File: config.mk
export PLATFORM = sky130hd
export DESIGN_NAME = bcdo_parallel_out
export DESIGN_NICKNAME = d
export VERILOG_FILES = /design/src/verilog/bcdo_pkg.sv /design/src/verilog/bcdo_parallel_out.sv /design/src/verilog/bcdo_rate_tick.sv
export VERILOG_INCLUDE_DIRS = /design/src /design/src/verilog
export SDC_FILE = /design/constraint.sdc
export NUM_CORES = 1
export LEC_CHECK = 0
export ABC_AREA = 1
export BUFFER_PORTS_ARGS = -buffer_cell sky130_fd_sc_hd__buf_4
export CAP_MARGIN = 20
export CORE_ASPECT_RATIO = 2
export CORE_UTILIZATION = 50
export CTS_CLUSTER_DIAMETER = 40
export DETAILED_ROUTE_END_ITERATION = 10
export PLACE_DENSITY_LB_ADDON = 0.3
export SYNTH_ARGS = -nofsm -noshare
export SYNTH_HDL_FRONTEND = slang
export SYNTH_HIERARCHICAL = 1
export SYNTH_SLANG_ARGS = --single-unit
File: constraint.sdc
create_clock -name clk -period 8.3 [get_ports clk]
set_input_delay 1.245 -clock clk [delete_from_list [all_inputs] [get_ports clk]]
set_output_delay 1.245 -clock clk [all_outputs]
set_load 0.03 [all_outputs]
File: src/verilog/bcdo_regs.svh
/*
 * Register offsets, field positions, reset values and timing counts of the
 * parallel BCD value output port.
 * Assumes a 32-bit APB register bus with one aligned word per register.
 */
`ifndef BCDO_REGS_SVH
`define BCDO_REGS_SVH

// register byte offsets
`define BCDO_OFS_CTRL 8'h00
`define BCDO_OFS_TEST 8'h04
`define BCDO_OFS_STAT 8'h08
`define BCDO_OFS_IRQ_STAT 8'h0C
`define BCDO_OFS_IRQ_MASK 8'h10
`define BCDO_OFS_VALUE 8'h14

// control register fields
`define BCDO_CTRL_SRC_LSB 0
`define BCDO_CTRL_SRC_MSB 1
`define BCDO_CTRL_RATE_LSB 2
`define BCDO_CTRL_RATE_MSB 4
`define BCDO_CTRL_TEST_BIT 8

// reset values
`define BCDO_CTRL_RESET 32'h0000_0000
`define BCDO_TEST_RESET 24'h00_0000
`define BCDO_MASK_RESET 4'h0

// interrupt status bits
`define BCDO_IRQ_UPDATE 0
`define BCDO_IRQ_HOLD 1
`define BCDO_IRQ_LOGIC 2
`define BCDO_IRQ_OVER 3
`define BCDO_IRQ_BITS 4

// timing: shortest update period (2000 per second) and the clock period
`define BCDO_BASE_PERIOD_NS 500000
`define BCDO_CLK_PERIOD_NS 20
`define BCDO_BASE_CYCLES (`BCDO_BASE_PERIOD_NS / `BCDO_CLK_PERIOD_NS)

// period multipliers of the base period for rate codes 0..7
// codes: 10, 20, 50, 100, 200, 500, 1000, 2000 updates per second
`define BCDO_RATE_MUL0 200
`define BCDO_RATE_MUL1 100
`define BCDO_RATE_MUL2 40
`define BCDO_RATE_MUL3 20
`define BCDO_RATE_MUL4 10
`define BCDO_RATE_MUL5 4
`define BCDO_RATE_MUL6 2
`define BCDO_RATE_MUL7 1

`endif
File: src/verilog/bcdo_pkg.sv
/*
 * Types shared by the parallel BCD value output port.
 * Assumes nothing beyond a SystemVerilog compiler.
 */
package bcdo_pkg;

	// output source setting
	typedef enum logic [1:0] {
		SRC_REALTIME = 2'h0,
		SRC_HELD = 2'h1,
		SRC_EXTERNAL = 2'h2
	} bcdo_src_t;

	// one signed five-digit value: units digit in the low nibble
	typedef struct packed {
		logic minus;
		logic [19:0] digits;
	} bcdo_value_t;

	// the 24 open-collector output lines, logical sense (1 = data one)
	typedef struct packed {
		logic strobe;
		logic stabilityFlag;
		logic over;
		logic minus;
		logic [19:0] digits;
	} bcdo_pins_t;

	// strobe sequencing
	typedef enum logic [1:0] {
		ST_IDLE,
		ST_ARM,
		ST_PULSE
	} bcdo_state_t;

endpackage : bcdo_pkg

File: src/verilog/bcdo_parallel_out.sv
/*
 * Parallel BCD output port: presents a signed five-digit value with flags
 * and a strobe on 24 open-collector lines, with an APB register slave.
 * Assumes value and flag inputs are synchronous (reader pins are synchronised here), pins
 * shorted to common arrive as 1, and the pad turns pinOe into a pull-down.
 */
// Local design decisions: the APB register port and the placing of the registers.
`timescale 1ns/1ps
`default_nettype none
`include "bcdo_regs.svh"

module bcdo_parallel_out #(
	parameter int unsigned BASE_CYCLES = `BCDO_BASE_CYCLES
) (
	input wire logic clk,
	input wire logic rst,
	input wire logic ce,
	// APB slave
	input wire logic psel,
	input wire logic penable,
	input wire logic pwrite,
	input wire logic [7:0] paddr,
	input wire logic [31:0] pwdata,
	output logic [31:0] prdata,
	output logic pready,
	output logic pslverr,
	// values from the measuring core
	input wire bcdo_pkg::bcdo_value_t realtimeValue,
	input wire bcdo_pkg::bcdo_value_t heldValue,
	input wire logic sensorError,
	input wire logic overflowPos,
	input wire logic overflowNeg,
	input wire logic settlingDetector,
	// reader inputs, 1 while shorted to common_return
	input wire logic dataHoldIn,
	input wire logic logicSelIn,
	input wire logic dataSelIn,
	// open-collector lines: pinOe high turns the transistor on
	output bcdo_pkg::bcdo_pins_t pinOut,
	output bcdo_pkg::bcdo_pins_t pinOe,
	output logic irq
);

	// below 4 the half pulse collides with the tick; above the limit the
	// slowest period overflows the 32-bit divider
	if (BASE_CYCLES < 4 || BASE_CYCLES > 21474836) begin : g_badBase
		$error("bcdo_parallel_out: BASE_CYCLES out of range");
	end

	// control and test registers
	logic [1:0] srcSel_ff;
	logic [2:0] rateSel_ff;
	logic selfTest_ff;
	logic [23:0] testDrive_ff;
	logic [`BCDO_IRQ_BITS-1:0] irqStat_ff;
	logic [`BCDO_IRQ_BITS-1:0] irqMask_ff;

	// synchronisers and values applied at the update boundary
	logic [2:0] inMeta_ff;
	logic [2:0] inSync_ff;
	logic holdApp_ff;
	logic posApp_ff;
	logic selApp_ff;

	// presented data, logical sense
	bcdo_pkg::bcdo_pins_t logical_ff;
	bcdo_pkg::bcdo_state_t state_ff;
	logic overPrev_ff;

	logic tick;
	logic half;
	logic useHeld;
	logic nxt_over;
	bcdo_pkg::bcdo_value_t srcValue;
	logic [`BCDO_IRQ_BITS-1:0] irqSet;

	// APB decode
	logic apbAccess;
	logic apbDone;
	logic apbWrite;
	logic addrHit;
	logic [31:0] nxt_prdata;

	// reset image of the control word; fields are cut from this constant
	localparam logic [31:0] CTRL_INIT = `BCDO_CTRL_RESET;

	// transistor-on request per line before self-check takes over
	logic [23:0] lineOn;

	// update timing
	bcdo_rate_tick #(
		.BASE_CYCLES(BASE_CYCLES)
	) u_rate (
		.clk(clk),
		.rst(rst),
		.ce(ce),
		.rateSel(rateSel_ff),
		.tick(tick),
		.half(half)
	);

	// reader pins are two-flop synchronised before anything looks at them
	always_ff @(posedge clk or posedge rst) begin
		if (rst) begin
			inMeta_ff <= 3'h0;
			inSync_ff <= 3'h0;
		end else if (ce) begin
			inMeta_ff <= {dataSelIn, logicSelIn, dataHoldIn};
			inSync_ff <= inMeta_ff;
		end
	end

	// the reader's static inputs change only at an update boundary, so a
	// frame never mixes old and new polarity or source
	always_ff @(posedge clk or posedge rst) begin
		if (rst) begin
			holdApp_ff <= 1'b0;
			posApp_ff <= 1'b0;
			selApp_ff <= 1'b0;
		end else if (ce && tick) begin
			holdApp_ff <= inSync_ff[0];
			posApp_ff <= inSync_ff[1];
			selApp_ff <= inSync_ff[2];
		end
	end

	// source choice uses the select value that takes effect at this tick
	always_comb begin
		case (bcdo_pkg::bcdo_src_t'(srcSel_ff))
			bcdo_pkg::SRC_REALTIME: useHeld = 1'b0;
			bcdo_pkg::SRC_HELD: useHeld = 1'b1;
			bcdo_pkg::SRC_EXTERNAL: useHeld = inSync_ff[2];
			default: useHeld = 1'b0;
		endcase
		srcValue = useHeld ? heldValue : realtimeValue;
		nxt_over = sensorError | overflowPos | overflowNeg;
	end

	// data lines load at the tick, strobe rises one cycle later and falls
	// at mid-period; data never moves while strobe is high
	always_ff @(posedge clk or posedge rst) begin
		if (rst) begin
			logical_ff <= '0;
			state_ff <= bcdo_pkg::ST_IDLE;
		end else if (ce) begin
			case (state_ff)
				bcdo_pkg::ST_IDLE: begin
					if (tick && !inSync_ff[0] && !selfTest_ff) begin
						logical_ff.digits <= srcValue.digits;
						logical_ff.minus <= srcValue.minus;
						logical_ff.over <= nxt_over;
						logical_ff.stabilityFlag <= useHeld && settlingDetector;
						state_ff <= bcdo_pkg::ST_ARM;
					end
				end
				bcdo_pkg::ST_ARM: begin
					logical_ff.strobe <= 1'b1;
					state_ff <= bcdo_pkg::ST_PULSE;
				end
				bcdo_pkg::ST_PULSE: begin
					// a rate change can skip the half pulse, so a tick
					// also ends it; that update is then dropped
					if (half || tick || selfTest_ff) begin
						logical_ff.strobe <= 1'b0;
						state_ff <= bcdo_pkg::ST_IDLE;
					end
				end
				default: begin
					logical_ff.strobe <= 1'b0;
					state_ff <= bcdo_pkg::ST_IDLE;
				end
			endcase
			// hold taking effect also drops a pulse still in flight
			if (tick && inSync_ff[0]) begin
				logical_ff.strobe <= 1'b0;
				state_ff <= bcdo_pkg::ST_IDLE;
			end
		end
	end

	// per-line polarity: in negative logic a one turns the transistor on
	// (pin low); positive logic inverts every line of the same frame
	for (genvar b = 0; b < 24; b++) begin : g_line
		assign lineOn[b] = logical_ff[b] ^ posApp_ff;
	end

	// pin drive; self-check drives each line from software instead
	always_ff @(posedge clk or posedge rst) begin
		if (rst) begin
			pinOe <= '0;
			pinOut <= '0;
		end else if (ce) begin
			pinOut <= '0; // an open collector only ever pulls low
			if (selfTest_ff) pinOe <= bcdo_pkg::bcdo_pins_t'(testDrive_ff);
			else pinOe <= bcdo_pkg::bcdo_pins_t'(lineOn);
		end
	end

	// interrupt events: update issued, hold or logic input change, overrange
	always_comb begin
		irqSet = '0;
		irqSet[`BCDO_IRQ_UPDATE] = (state_ff == bcdo_pkg::ST_ARM);
		irqSet[`BCDO_IRQ_HOLD] = tick && (inSync_ff[0] != holdApp_ff);
		irqSet[`BCDO_IRQ_LOGIC] = tick && (inSync_ff[1] != posApp_ff);
		irqSet[`BCDO_IRQ_OVER] = nxt_over && !overPrev_ff;
	end

	always_ff @(posedge clk or posedge rst) begin
		if (rst) overPrev_ff <= 1'b0;
		else if (ce) overPrev_ff <= nxt_over;
	end

	// APB: one wait state; the write commits at the edge that sees pready
	assign apbAccess = psel && penable;
	assign apbDone = apbAccess && pready;
	assign apbWrite = apbDone && pwrite && !pslverr;

	always_comb begin
		addrHit = 1'b1;
		nxt_prdata = 32'h0000_0000;
		case (paddr)
			`BCDO_OFS_CTRL: begin
				nxt_prdata[`BCDO_CTRL_SRC_MSB:`BCDO_CTRL_SRC_LSB] = srcSel_ff;
				nxt_prdata[`BCDO_CTRL_RATE_MSB:`BCDO_CTRL_RATE_LSB] = rateSel_ff;
				nxt_prdata[`BCDO_CTRL_TEST_BIT] = selfTest_ff;
			end
			`BCDO_OFS_TEST: nxt_prdata[23:0] = testDrive_ff;
			`BCDO_OFS_STAT: begin
				// recognised input states let self-check show each input
				nxt_prdata[2:0] = inSync_ff;
				nxt_prdata[5:3] = {selApp_ff, posApp_ff, holdApp_ff};
				nxt_prdata[6] = useHeld;
				nxt_prdata[7] = (state_ff != bcdo_pkg::ST_IDLE);
			end
			`BCDO_OFS_IRQ_STAT: nxt_prdata[`BCDO_IRQ_BITS-1:0] = irqStat_ff;
			`BCDO_OFS_IRQ_MASK: nxt_prdata[`BCDO_IRQ_BITS-1:0] = irqMask_ff;
			`BCDO_OFS_VALUE: nxt_prdata[23:0] = logical_ff;
			default: addrHit = 1'b0;
		endcase
	end

	// response flops; pready pulses for one cycle per transfer
	always_ff @(posedge clk or posedge rst) begin
		if (rst) begin
			pready <= 1'b0;
			pslverr <= 1'b0;
			prdata <= 32'h0000_0000;
		end else if (ce) begin
			if (apbAccess && !pready) begin
				pready <= 1'b1;
				pslverr <= !addrHit;
				prdata <= pwrite ? 32'h0000_0000 : nxt_prdata;
			end else begin
				pready <= 1'b0;
				pslverr <= 1'b0;
			end
		end
	end

	// control writes; a write to a read-only register is simply dropped
	always_ff @(posedge clk or posedge rst) begin
		if (rst) begin
			srcSel_ff <= CTRL_INIT[`BCDO_CTRL_SRC_MSB:`BCDO_CTRL_SRC_LSB];
			rateSel_ff <= CTRL_INIT[`BCDO_CTRL_RATE_MSB:`BCDO_CTRL_RATE_LSB];
			selfTest_ff <= CTRL_INIT[`BCDO_CTRL_TEST_BIT];
			testDrive_ff <= `BCDO_TEST_RESET;
			irqMask_ff <= `BCDO_MASK_RESET;
		end else if (ce && apbWrite) begin
			case (paddr)
				`BCDO_OFS_CTRL: begin
					// code 3 is not a source; it keeps the old choice
					if (pwdata[`BCDO_CTRL_SRC_MSB:`BCDO_CTRL_SRC_LSB] != 2'h3) begin
						srcSel_ff <= pwdata[`BCDO_CTRL_SRC_MSB:`BCDO_CTRL_SRC_LSB];
					end
					rateSel_ff <= pwdata[`BCDO_CTRL_RATE_MSB:`BCDO_CTRL_RATE_LSB];
					selfTest_ff <= pwdata[`BCDO_CTRL_TEST_BIT];
				end
				`BCDO_OFS_TEST: testDrive_ff <= pwdata[23:0];
				`BCDO_OFS_IRQ_MASK: irqMask_ff <= pwdata[`BCDO_IRQ_BITS-1:0];
				default: begin
				end
			endcase
		end
	end

	// sticky status, write one to clear; a new event wins over the clear
	always_ff @(posedge clk or posedge rst) begin
		if (rst) begin
			irqStat_ff <= '0;
		end else if (ce) begin
			if (apbWrite && paddr == `BCDO_OFS_IRQ_STAT) begin
				irqStat_ff <= (irqStat_ff & ~pwdata[`BCDO_IRQ_BITS-1:0]) | irqSet;
			end else begin
				irqStat_ff <= irqStat_ff | irqSet;
			end
		end
	end

	// level interrupt, registered so the output comes from a flop
	always_ff @(posedge clk or posedge rst) begin
		if (rst) irq <= 1'b0;
		else if (ce) irq <= |(irqStat_ff & irqMask_ff);
	end

endmodule : bcdo_parallel_out

`default_nettype wire

File: src/verilog/bcdo_rate_tick.sv
/*
 * Update-rate divider: a tick that marks each output update and a
 * half-period pulse that ends the strobe.
 * Assumes one clock, asynchronous active-high reset and a clock enable.
 */
`timescale 1ns/1ps
`default_nettype none
`include "bcdo_regs.svh"

module bcdo_rate_tick #(
	parameter int unsigned BASE_CYCLES = `BCDO_BASE_CYCLES
) (
	input wire logic clk,
	input wire logic rst,
	input wire logic ce,
	input wire logic [2:0] rateSel,
	output logic tick,
	output logic half
);

	// the slowest period (200 base periods) must fit the 32-bit counter
	if (BASE_CYCLES < 4 || BASE_CYCLES > 21474836) begin : g_badBase
		$error("bcdo_rate_tick: BASE_CYCLES out of range");
	end

	logic [31:0] count_ff;
	logic [31:0] limit;
	logic [31:0] mul;

	// period in cycles for the selected rate
	always_comb begin
		case (rateSel)
			3'h0: mul = 32'(`BCDO_RATE_MUL0);
			3'h1: mul = 32'(`BCDO_RATE_MUL1);
			3'h2: mul = 32'(`BCDO_RATE_MUL2);
			3'h3: mul = 32'(`BCDO_RATE_MUL3);
			3'h4: mul = 32'(`BCDO_RATE_MUL4);
			3'h5: mul = 32'(`BCDO_RATE_MUL5);
			3'h6: mul = 32'(`BCDO_RATE_MUL6);
			default: mul = 32'(`BCDO_RATE_MUL7);
		endcase
		limit = 32'(BASE_CYCLES) * mul - 32'h0000_0001;
	end

	// free-running counter; a rate change lands within one new period
	always_ff @(posedge clk or posedge rst) begin
		if (rst) begin
			count_ff <= 32'h0000_0000;
		end else if (ce) begin
			if (count_ff >= limit) count_ff <= 32'h0000_0000;
			else count_ff <= count_ff + 32'h0000_0001;
		end
	end

	assign tick = ce && (count_ff >= limit);
	assign half = ce && (count_ff == (limit >> 1));

endmodule : bcdo_rate_tick

`default_nettype wire

# [Word-level counts from Yosys, hierarchy flattened]
# Cells that the tools add are included.
[op_classes] bitwise_logic=31 n_eq_ne=22 multipliers=1 order_cmp=1 n_reduce_logical=39 addsub=2 mux=22
[ops] cell="case mux 8 bit (7 select lines)" count=1
[ops] cell="2-to-1 mux 24 bit" count=2
[ops] cell="adder 32 x 1 -> 32 bit, second input constant" count=1
[ops] cell="== test 32 x 31 -> 1 bit" count=1
[ops] cell="greater-or-equal comparator 32 bit" count=1
[ops] cell="2-to-1 mux 32 bit" count=1
[ops] cell="subtractor 32 x 1 -> 32 bit, second input constant" count=1
[ops] cell="case mux 15 bit (2 select lines)" count=1
[ops] cell="case mux 4 bit (6 select lines)" count=1
[ops] cell="bitwise XOR 1 bit" count=24
[ops] cell="2-to-1 mux 21 bit" count=1
[ops] cell="multiplier 12 x 8 -> 20 bit, first input constant" count=1
[ops] cell="logical AND 1 bit" count=17
[ops] cell="== test 8 x 4 -> 1 bit, second input constant" count=2
[ops] cell="== test 8 x 5 -> 1 bit, second input constant" count=2
[ops] cell="AND reduction 3 bit" count=4
[ops] cell="== test 3 bit, second input constant" count=3
[ops] cell="case mux 3 bit (3 select lines)" count=1
[ops] cell="bitwise AND 4 bit" count=2
[ops] cell="== test 8 x 3 -> 1 bit, second input constant" count=1
[ops] cell="zero test 8 bit" count=1
[ops] cell="bitwise OR 4 bit" count=2
[ops] cell="AND reduction 2 bit" count=4
[ops] cell="== test 3 x 2 -> 1 bit, second input constant" count=2
[ops] cell="other kinds (22)" count=41
[word_totals] ff_bits=165 out_inout_bits=83 elab_cells=146

# [Depth between registers and ports, before layout]
# Gate-level depths: netlist of run 1.
[depth] word_depth=11 depth_mapped=42 mapped_depth_nobuf=41

# [Cells and area by module]
# Netlist of run 1, hierarchy kept.
[by_module_without_submodules] module="bcdo_parallel_out" n_inst=1 area_per_inst_um2=6349.8 cells_per_inst=799 seq_area_each_um2=3128.0
[by_module_without_submodules] module="bcdo_rate_tick" n_inst=1 area_per_inst_um2=4139.0 cells_per_inst=600 seq_area_each_um2=800.8

# [Worst setup path after synthesis of run 1]
# No wires, ideal clock.
[synth_timing] path_kind="flip-flop to flip-flop" from="reg rateSel_ff[0]" to="reg logical_ff[4] (netlist bit)" stages_incl_launch_ff=38 setup_slack_ns=2.145 n_path_buf=3 arrival_time_ns=6.079 synth_period_minus_slack_ns=6.155 path_cell_list="dfrtp_1 -> inv_4 -> nor3_1 -> ha_1 -> ha_1 -> inv_1 -> fa_1 -> fa_1 -> inv_1 -> ha_1 -> buf_2 -> a21oi_1 -> nand3_1 -> nand2_1 -> nand2_2 -> nor2_4 -> nand2_4 -> nor2_8 -> [2 not listed] -> nand2_1 -> o21ai_0 -> inv_1 -> ha_1 -> nand4_1 -> nor3_1 -> nand3_1 -> nand3_1 -> nand2_1 -> inv_1 -> buf_1 -> nand2_2 -> inv_2 -> nand3_1 -> nor2_2 -> buf_2 -> o21ai_1 -> o21ai_1"
[synth_between] elab_chain_len=9
[synth_lines] element="start, declared" line_no="bcdo_parallel_out.sv:52" rtl="logic [2:0] rateSel_ff;"
[synth_lines] element="start signal, assigned" line_no="bcdo_parallel_out.sv:264" rtl="rateSel_ff <= CTRL_INIT[`BCDO_CTRL_RATE_MSB:`BCDO_CTRL_RATE_LSB];"
[synth_lines] element="start signal, assigned" line_no="bcdo_parallel_out.sv:275" rtl="rateSel_ff <= pwdata[`BCDO_CTRL_RATE_MSB:`BCDO_CTRL_RATE_LSB];"
[synth_lines] element="== test 3 bit, or another cell as far along" line_no="bcdo_rate_tick.sv:32" rtl="case (rateSel)"
[synth_lines] element="case mux 8 bit (7 select lines) *" line_no="bcdo_rate_tick.sv:32"
[synth_lines] element="multiplier 12 x 8 -> 20 bit *" line_no="bcdo_rate_tick.sv:42" rtl="limit = 32'(BASE_CYCLES) * mul - 32'h0000_0001;"
[synth_lines] element="subtractor 32 x 1 -> 32 bit *" line_no="bcdo_rate_tick.sv:42"
[synth_lines] element="greater-or-equal comparator 32 bit *" line_no="bcdo_rate_tick.sv:55" rtl="assign tick = ce && (count_ff >= limit);"
[synth_lines] element="logical AND 1 bit *" line_no="bcdo_rate_tick.sv:55"
[synth_lines] element="via tick" line_no="bcdo_parallel_out.sv:70" rtl="logic tick;"
[synth_lines] element="logical AND 1 bit * (2 in series)" line_no="bcdo_parallel_out.sv:148" rtl="if (tick && !inSync_ff[0] && !selfTest_ff) begin"
[synth_lines] element="AND reduction 3 bit (no source line) *"
[synth_lines] element="end, declared" line_no="bcdo_parallel_out.sv:66" rtl="bcdo_pkg::bcdo_pins_t logical_ff;"
# Mark *: on every way through the listed nets, which the timed path passes. The rest lies on a longest branch.
# A chain may end at the register's enable or synchronous reset.

# [Final worst setup path of run 1]
# Ends and elaborated chain as after synthesis.

==> impl_metrics.ini, run 1 <==
[sta]
setup_viol = 0
rsz0062_at_grt = false
fmaxAchievable_mhz = 140.3
slew_viol_final = 0
fin_crit_sh = 0.8585
worst_pin_slew_ns = 1.022
fin_setup_tns_ns = 0
skew_ns = 0.009625
slew_headroom = 0.3159
period_needed_ns = 7.125
hold_violations = 0

[grt]
grt_pass1_vias = 9421
antenna_found_initial = 0
groute.usage.overall = 0.2778
grt_max_degree = 68
grt_overflow_total = 0
grt_pass1_wl_um = 46240

[place]
dp_hpwl_um = 22630
place.gp.congestion = 0.9251
portBuffers = 137
dpl_cell_area_sq_um = 11590

[layout]
final_common_cell = nand2_1
layout.nets = 1693
layout_common_cells = nand2_1 (330), inv_1 (162), dfrtp_1 (157)
syn_to_final_growth_pct = 16.27
design_area_sq_um = 12200
drive_above_1_share = 0.1583
antennaDiodeCount = 0

[clock_tree]
clock_latency_ns = 0.42
post-cts-setup-buffers = 0
clockRootBuffer = clkbuf_16
cts.sinks = 157
holdBufCountCts = 0
cts_resized = 0
clk_pin_slew_ns = 0.06
cts_inserted_buffers = 17
clockBufferDepth = 2
cts_tree = yes
htreeDepth = 4

[setup_path]
crit_path_frequent_cell = nand2_1
max_stage_delay_ns = 0.57
crit_path_top_delay_cell = dfrtp_1
cp-end-kind = register
worstPathMaxFanout = 30
cp-start-kind = register
arrival_ns = 7.43
path_class = reg -> reg
cp.required_ns = 8.60

[yosys]
synth_ff_type = dfrtp_1
synth-edff-count = 0
syn_inst = 1399
syn_area_per_cell_sq_um = 7.497
synth-seq-cells = 157
synth_area_sq_um = 10490
ys_types = 47
yosysSeqAreaShare = 0.3746
async_flop_share = 1.000
yosysWarnings = 6

[routing]
routed_wirelength_um = 29210
routedWlPerCell_um = 16.22
viasPerCell = 5.316
drt_iter0_drc = 474
antenna_left = 0
drc = 0
vias = 9574
drt-pass1-iter-count = 5

[die]
die_w_um = 104.4
floorplan.initialDensity = 0.5126
dieHeight_um = 206.8
fp.dieArea_sq_um = 21600
io_pins = 178
coreArea_sq_um = 20460
rows = 74

[power]
leakagePower_nw = 6.460
power_density_nw_per_um2 = 153.4
power_mw = 1.871
ir_worst_vdd_uv = 182.1

[hold_path]
min_path_type = reg -> reg

[outcome]
status = complete, no violations

[run]
cap_viol_max_count = 0
layer usage:
layer | GRT usage | vias to the layer above | wire length (um)
met5 | 0 | - | 0
met4 | 0.2082 | 0 | 2052
met3 | 0.03893 | 95 | 1087
met2 | 0.5343 | 288 | 16190
met1 | 0.2644 | 4496 | 9884
li1 | - | 4695 | -
path summary, 6_finish.rpt:
| path | slack (ns) | start | end | cells past startpoint |
|---|---|---|---|---|
| min reg2reg | 0.46 | overPrev_ff | irqStat_ff[3] | 1 |
| min in group asynchronous | 0.94 | rst | u_rate/count_ff[30] | 3 |
| max reg2reg | 1.17 | rateSel_ff[0] | logical_ff[4] | 35 |
| max | 1.17 | rateSel_ff[0] | logical_ff[4] | 35 |
| min | 0.46 | overPrev_ff | irqStat_ff[3] | 1 |
| max in group asynchronous | 6.01 | rst | logical_ff[0] | 3 |
per-stage QoR:
stage / setup slack, ns / hold slack [ns] / cells / utilization
after global placement: 1.326 / 0.4338 / 1769 / 0.5663
final: 1.175 / 0.4613 / 1801 / 0.5960
after CTS: 1.164 / 0.4612 / 1801 / 0.5960
after global routing: 0.6371 / 0.4898 / 1801 / 0.5960
after detailed placement: 1.236 / 0.4425 / 1769 / 0.5663
after floorplan: 2.145 / 0.4238 / 1433 / -
flip-flops by register name, indices dropped and copies added, names as in the netlist:
signal	flops
inMeta_ff	3
pinOe	24
logical_ff	24
posApp_ff	1
irqMask_ff	4
irq	1
pready	1
srcSel_ff	2
overPrev_ff	1
selApp_ff	1
prdata	24
irqStat_ff	4
selfTest_ff	1
rateSel_ff	3
inSync_ff	3
testDrive_ff	24
pslverr	1
u_rate/count_ff	32
holdApp_ff	1
state_ff	2
kinds of logic after synthesis:
| family | count (synthesis) | synth area share |
|---|---|---|
| other | 2 | 0.0007160 |
| xor gates and xnor gates | 28 | 0.02410 |
| and+or+nand+nor | 635 | 0.2652 |
| adders and majority gates | 76 | 0.09710 |
| buffers and inverters | 255 | 0.1099 |
| DFF | 157 | 0.3746 |
| AOI/OAI and AO/OA | 246 | 0.1285 |
worst max-delay path, delay by kind of cell (launching register included):
| kind | cells | cell delay, ns |
|---|---|---|
| fa+ha+maj | 6 | 2.41 |
| simple gates | 17 | 2.35 |
| buf+inv | 8 | 1.01 |
| flops | 1 | 0.57 |
| compound gates | 3 | 0.32 |
| xor+xnor | 1 | 0.30 |
layout make-up:
cell class              instances  area (sq um)
clock buffers                  24         501.7
clock inverters                 8         106.4
fillers                      1909          8267
inverters                     175         664.4
multi-input cells            1021          5535
flip-flops and latches        157          3929
well taps                     266         332.8
repair buffers                150          1126
cells in the mapped netlist, types with 24 or more instances:
library cell,number,area (sq um)
a21oi_1,105,525.5
buf_4,36,270.3
dfrtp_1,157,3929
ha_1,67,838.3
inv_1,163,611.8
nand2_1,330,1239
nand3_1,84,420.4
nor2_1,149,559.3
o21ai_0,44,220.2
o21ai_1,44,220.2
o22ai_1,27,168.9
xor2_1,24,210.2
power by group:
group          switching [mW]  internal (mW)
sequential             0.0347          0.795
clock                   0.309          0.484
combinational           0.163         0.0841
total                   0.507           1.36
Power figures use the tool's default switching activity.
==> inputs of run 2 (changes only) <==
- ABC_AREA: 1 -> not set
==> run 2 against run 1 <==
Sequential share of layout area rose by 0.43 points. Synthesized area fell by 1.2%. Highest routed layer unchanged. Largest cell class unchanged. Final area decreased by 1.3%. Sequential power fell by 0.8%. First-iteration DRC count down 32%.
==> impl_metrics.ini, run 2 <==
[outcome]
status = complete, no violations

[layout]
layout.nets = 1315
seq_area_sq_um = 3929
syn_to_final_growth_pct = 16.16
largest_register = u_rate/count_ff
multiInputGateArea_sq_um = 5863
fillCellCount = 1826
design_area_sq_um = 12040
largest_reg_flops = 32
drive_above_1_share = 0.2394
final_common_cell = dfrtp_1
layout_common_cells = dfrtp_1 (157), buf_4 (146), nand2_1 (87)

[sta]
hold_violations = 0
fin_ws_ns = 0.6226
rsz0062_at_grt = false
period_needed_ns = 7.677
worst_pin_slew_ns = 1.056
fmaxAchievable_mhz = 130.3
fin_setup_tns_ns = 0
skew_ns = 0.01030
setup_viol = 0
slew_viol_final = 0
hold_slack_ns = 0.4949
slew_headroom = 0.2908
fin_crit_sh = 0.9250

[hold_path]
min_path_type = reg -> reg
holdPathEnd = prdata[0]
hold_path_startpoint = prdata[0]
hold_depth = 2

[setup_path]
path_class = reg -> reg
crit_path_frequent_cell = ha_1
r2r-end = logical_ff[23]
cp-start-kind = register
r2r-start = rateSel_ff[0]
crit_path_top_delay_cell = or4b_2
arrival_ns = 8.04
cp.required_ns = 8.66
r2r_setup_slack_ns = 0.62
ff2ff_path_depth = 28
cp-end-kind = register
max_stage_delay_ns = 0.63
worstPathMaxFanout = 16

[place]
dpl_cell_area_sq_um = 11450
place.gp.congestion = 0.8578
dp_slack_ns = 0.6726
portBuffers = 137
dp_hpwl_um = 19590

[grt]
grt_pass1_wl_um = 41080
grt_overflow_total = 0
grt_pass1_vias = 8248
grt_max_degree = 67
groute.usage.overall = 0.2514
antenna_found_initial = 1

[die]
coreArea_sq_um = 20370
die_w_um = 103.8
io_pins = 178
rows = 74
floorplan.initialDensity = 0.5087
dieHeight_um = 205.6
fp.dieArea_sq_um = 21340

[yosys]
syn_inst = 1024
synth_ff_type = dfrtp_1
synth-edff-count = 0
yosysSeqAreaShare = 0.3792
yosysWarnings = 6
yosysTopAreaCell = dfrtp_1
synth-seq-cells = 157
ys_types = 88
synth_most_common_cell = dfrtp_1
syn_area_per_cell_sq_um = 10.12
async_flop_share = 1.000
synth_area_sq_um = 10360
synth_top_cell_area_share = 0.3792
synthTopCellsByCount = dfrtp_1 (157), nand2_1 (87), ha_1 (67)
synth_area_leaders = dfrtp_1 (38%), ha_1 (8.1%), mux2_2 (6.8%)

[power]
power_mw = 1.787
power_density_nw_per_um2 = 148.5
ir_worst_vdd_uv = 199.3
leakagePower_nw = 5.876

[clock_tree]
htreeDepth = 4
holdBufCountCts = 0
cts_inserted_buffers = 17
cts.sinks = 157
clock_latency_ns = 0.43
clk_pin_slew_ns = 0.06
cts_resized = 0
clockBufferDepth = 2
clockRootBuffer = clkbuf_16
post-cts-setup-buffers = 0
cts_tree = yes

[routing]
vias = 7921
drt_iter0_drc = 323
drt-pass1-iter-count = 5
viasPerCell = 5.563
routed_wirelength_um = 25770
drc = 0
routedWlPerCell_um = 18.10
antenna_left = 0

[run]
cap_viol_max_count = 0
-- run 2: cell count changes in the layout (fill, tap and decap cells not counted), moves of 18 or more --
cell,before,now
o21ai_1,44,1
a21oi_1,105,27
nor2_1,149,62
a222oi_1,0,18
inv_1,162,58
o22ai_1,27,4
mux2i_1,0,28
nand3_1,84,23
nand2_1,330,87
mux2_2,0,63
xnor2_1,3,59
o21ai_0,44,64
-- run 2: metal layers --
layer / global-route usage / share of wire
met5: 0 / 0
met1: 0.2324 / 0.33
met4: 0.1648 / 0.058
met3: 0.04371 / 0.040
met2: 0.4966 / 0.57
-- run 2: worst max path at each step --
| stage | depth (start not counted) | to | slack [ns] | from |
|---|---|---|---|---|
| after global placement | 28 | logical_ff[23] | 0.88 | rateSel_ff[0] |
| after global routing | 26 | state_ff[1] | 0.16 | rateSel_ff[0] |
| final | 28 | logical_ff[23] | 0.62 | rateSel_ff[0] |
| after detailed placement | 28 | logical_ff[23] | 0.67 | rateSel_ff[0] |
| after CTS | 28 | logical_ff[23] | 0.64 | rateSel_ff[0] |
| after floorplan | 30 | logical_ff[23] | 1.51 | rateSel_ff[1] |
-- run 2: where the power goes --
group	total, mW	switching (mW)	internal (mW)
combinational	0.199	0.117	0.0824
sequential	0.823	0.0356	0.787
clock	0.765	0.324	0.441
total	1.79	0.476	1.31
-- run 2: logic make-up after synthesis --
| logic type | synth area share |
|---|---|
| buffers and inverters | 0.06823 |
| flip-flops | 0.3792 |
| XOR/XNOR | 0.08453 |
| adder cells (fa/ha/maj) | 0.09830 |
| multiplexers | 0.1068 |
| other | 0.0007248 |
| AND/OR/NAND/NOR | 0.1465 |
| AO/OA/AOI/OAI | 0.1158 |
-- run 2: worst max-delay path, delay by kind of cell (launching register included) --
kind,cells,cell delay [ns]
buffers and inverters,3,0.25
xor gates and xnor gates,2,0.74
and+or+nand+nor,12,2.85
AOI/OAI and AO/OA,5,0.99
adders and majority gates,6,2.19
DFF,1,0.58
-- run 2: metrics by stage --
stage / utilization / std cells
floorplan: - / 1058
global placement: 0.5622 / 1391
detailed placement: 0.5622 / 1391
CTS: 0.5907 / 1423
global route: 0.5908 / 1424
finish: 0.5908 / 1424
-- run 2: layout make-up --
type                       instances  share of cell area
multi-input combinational        761              0.4872
sequential                       157              0.3264
timing repair buffer             146             0.09107
clock buffer                      22             0.03940
tap                              266             0.02765
inverter                          61             0.01923
clock inverter                    10            0.008837
antenna                            1           0.0002079
==> inputs of run 3 (changes only) <==
- CORE_MARGIN: not set -> 2
==> run 3 against run 2 <==
Critical path depth is the same. Sequential power is essentially flat. Highest routed layer unchanged. Largest power group unchanged. Global-route usage shrank 0.51 points. Total power shrank 0.66%.
==> impl_metrics.ini, run 3 (synthesis gave the netlist of run 2 again) <==
[place]
dpl_cell_area_sq_um = 11450
dp_slack_ns = 0.7399
place.gp.congestion = 0.8509
dp_hpwl_um = 19840
portBuffers = 137

[sta]
slew_headroom = 0.3024
fin_crit_sh = 0.9242
rsz0062_at_grt = false
hold_violations = 0
setup_viol = 0
slew_viol_final = 0
skew_ns = 0.008664
fin_setup_tns_ns = 0
period_needed_ns = 7.671
fin_ws_ns = 0.6294
fmaxAchievable_mhz = 130.4
hold_slack_ns = 0.4905
worst_pin_slew_ns = 1.032

[setup_path]
path_class = reg -> reg
cp.required_ns = 8.66
arrival_ns = 8.03
max_stage_delay_ns = 0.65
critPathTopFamily = simple AND/OR/NAND/NOR gates
crit_path_frequent_cell = ha_1
cp-end-kind = register
worstPathMaxFanout = 15
crit_path_top_delay_cell = dfrtp_1
cp-start-kind = register
worst-path-buf-inv = 2

[die]
fp.dieArea_sq_um = 21960
dieHeight_um = 207.6
io_pins = 178
die_w_um = 105.8
rows = 74
coreArea_sq_um = 20370
floorplan.initialDensity = 0.5087

[routing]
viasPerCell = 5.561
vias = 7913
antenna_left = 0
drt-pass1-iter-count = 5
routed_wirelength_um = 26100
routedWlPerCell_um = 18.34
drt_iter0_drc = 345
drc = 0

[layout]
largest_register = u_rate/count_ff
syn_to_final_growth_pct = 16.01
fillCellCount = 1818
layout_common_cells = dfrtp_1 (157), buf_4 (146), nand2_1 (87)
layout.nets = 1315
post-route-util = 0.5901
largest_reg_flops = 32
antennaDiodeCount = 0
drive_above_1_share = 0.2394
design_area_sq_um = 12020
final_common_cell = dfrtp_1

[clock_tree]
clockRootBuffer = clkbuf_16
cts.sinks = 157
cts_tree = yes
cts_resized = 0
cts_inserted_buffers = 17
post-cts-setup-buffers = 0
clockBufferDepth = 2
clock_latency_ns = 0.43
clk_pin_slew_ns = 0.06
htreeDepth = 4
holdBufCountCts = 0

[grt]
grt_pass1_vias = 8215
grt_pass1_wl_um = 42150
grt_max_degree = 76
grt_overflow_total = 0
antenna_found_initial = 0
groute.usage.overall = 0.2463

[run]
cap_viol_max_count = 0

[power]
ir_worst_vdd_uv = 179.8
power_density_nw_per_um2 = 147.7
leakagePower_nw = 5.872

[hold_path]
min_path_type = reg -> reg

[outcome]
status = complete, no violations
-- run 3: path summary, 6_finish.rpt --
| kind | startpoint | end | slack [ns] | cells past startpoint |
|---|---|---|---|---|
| max in group asynchronous | rst | inMeta_ff[2] | 6.04 | 3 |
| max reg2reg | rateSel_ff[1] | logical_ff[23] | 0.63 | 28 |
| min reg2reg | prdata[8] | prdata[8] | 0.49 | 2 |
| max | rateSel_ff[1] | logical_ff[23] | 0.63 | 28 |
| min in group asynchronous | rst | u_rate/count_ff[26] | 0.92 | 3 |
| min | prdata[8] | prdata[8] | 0.49 | 2 |
-- run 3: worst min-delay path, cell delays in order, from the launching register on --
cell     delay [ns]
dfrtp_1        0.34
nand2_1        0.05
o31ai_1        0.06
-- run 3: layout make-up --
cell class | instances | area [sq um] | area share
Tap cell | 266 | 332.8 | 0.02769
Timing Repair Buffer | 146 | 1096 | 0.09118
Multi-Input combinational cell | 761 | 5863 | 0.4878
Clock inverter | 11 | 107.6 | 0.008952
Sequential cell | 157 | 3929 | 0.3268
Clock buffer | 21 | 460.4 | 0.03831
Inverter | 61 | 231.5 | 0.01926
-- run 3: per-stage QoR --
stage | power (mW) | cells
after floorplan | 0.9681 | 1058
after global placement | 1.032 | 1391
after detailed placement | 1.036 | 1391
after CTS | 1.788 | 1423
after global routing | 1.846 | 1423
final | 1.775 | 1423
-- run 3: power by group --
group / internal (mW) / switching, mW / total [mW]
clock: 0.431 / 0.320 / 0.751
sequential: 0.787 / 0.0358 / 0.823
combinational: 0.0827 / 0.118 / 0.201
total: 1.30 / 0.474 / 1.77
-- run 3: routing by layer --
layer,GRT usage,share of wire,up-vias
met3,0.04835,0.045,66
met1,0.2481,0.34,3839
li1,-,-,3776
met4,0.1289,0.048,0
met2,0.4659,0.57,232
met5,0,0,-
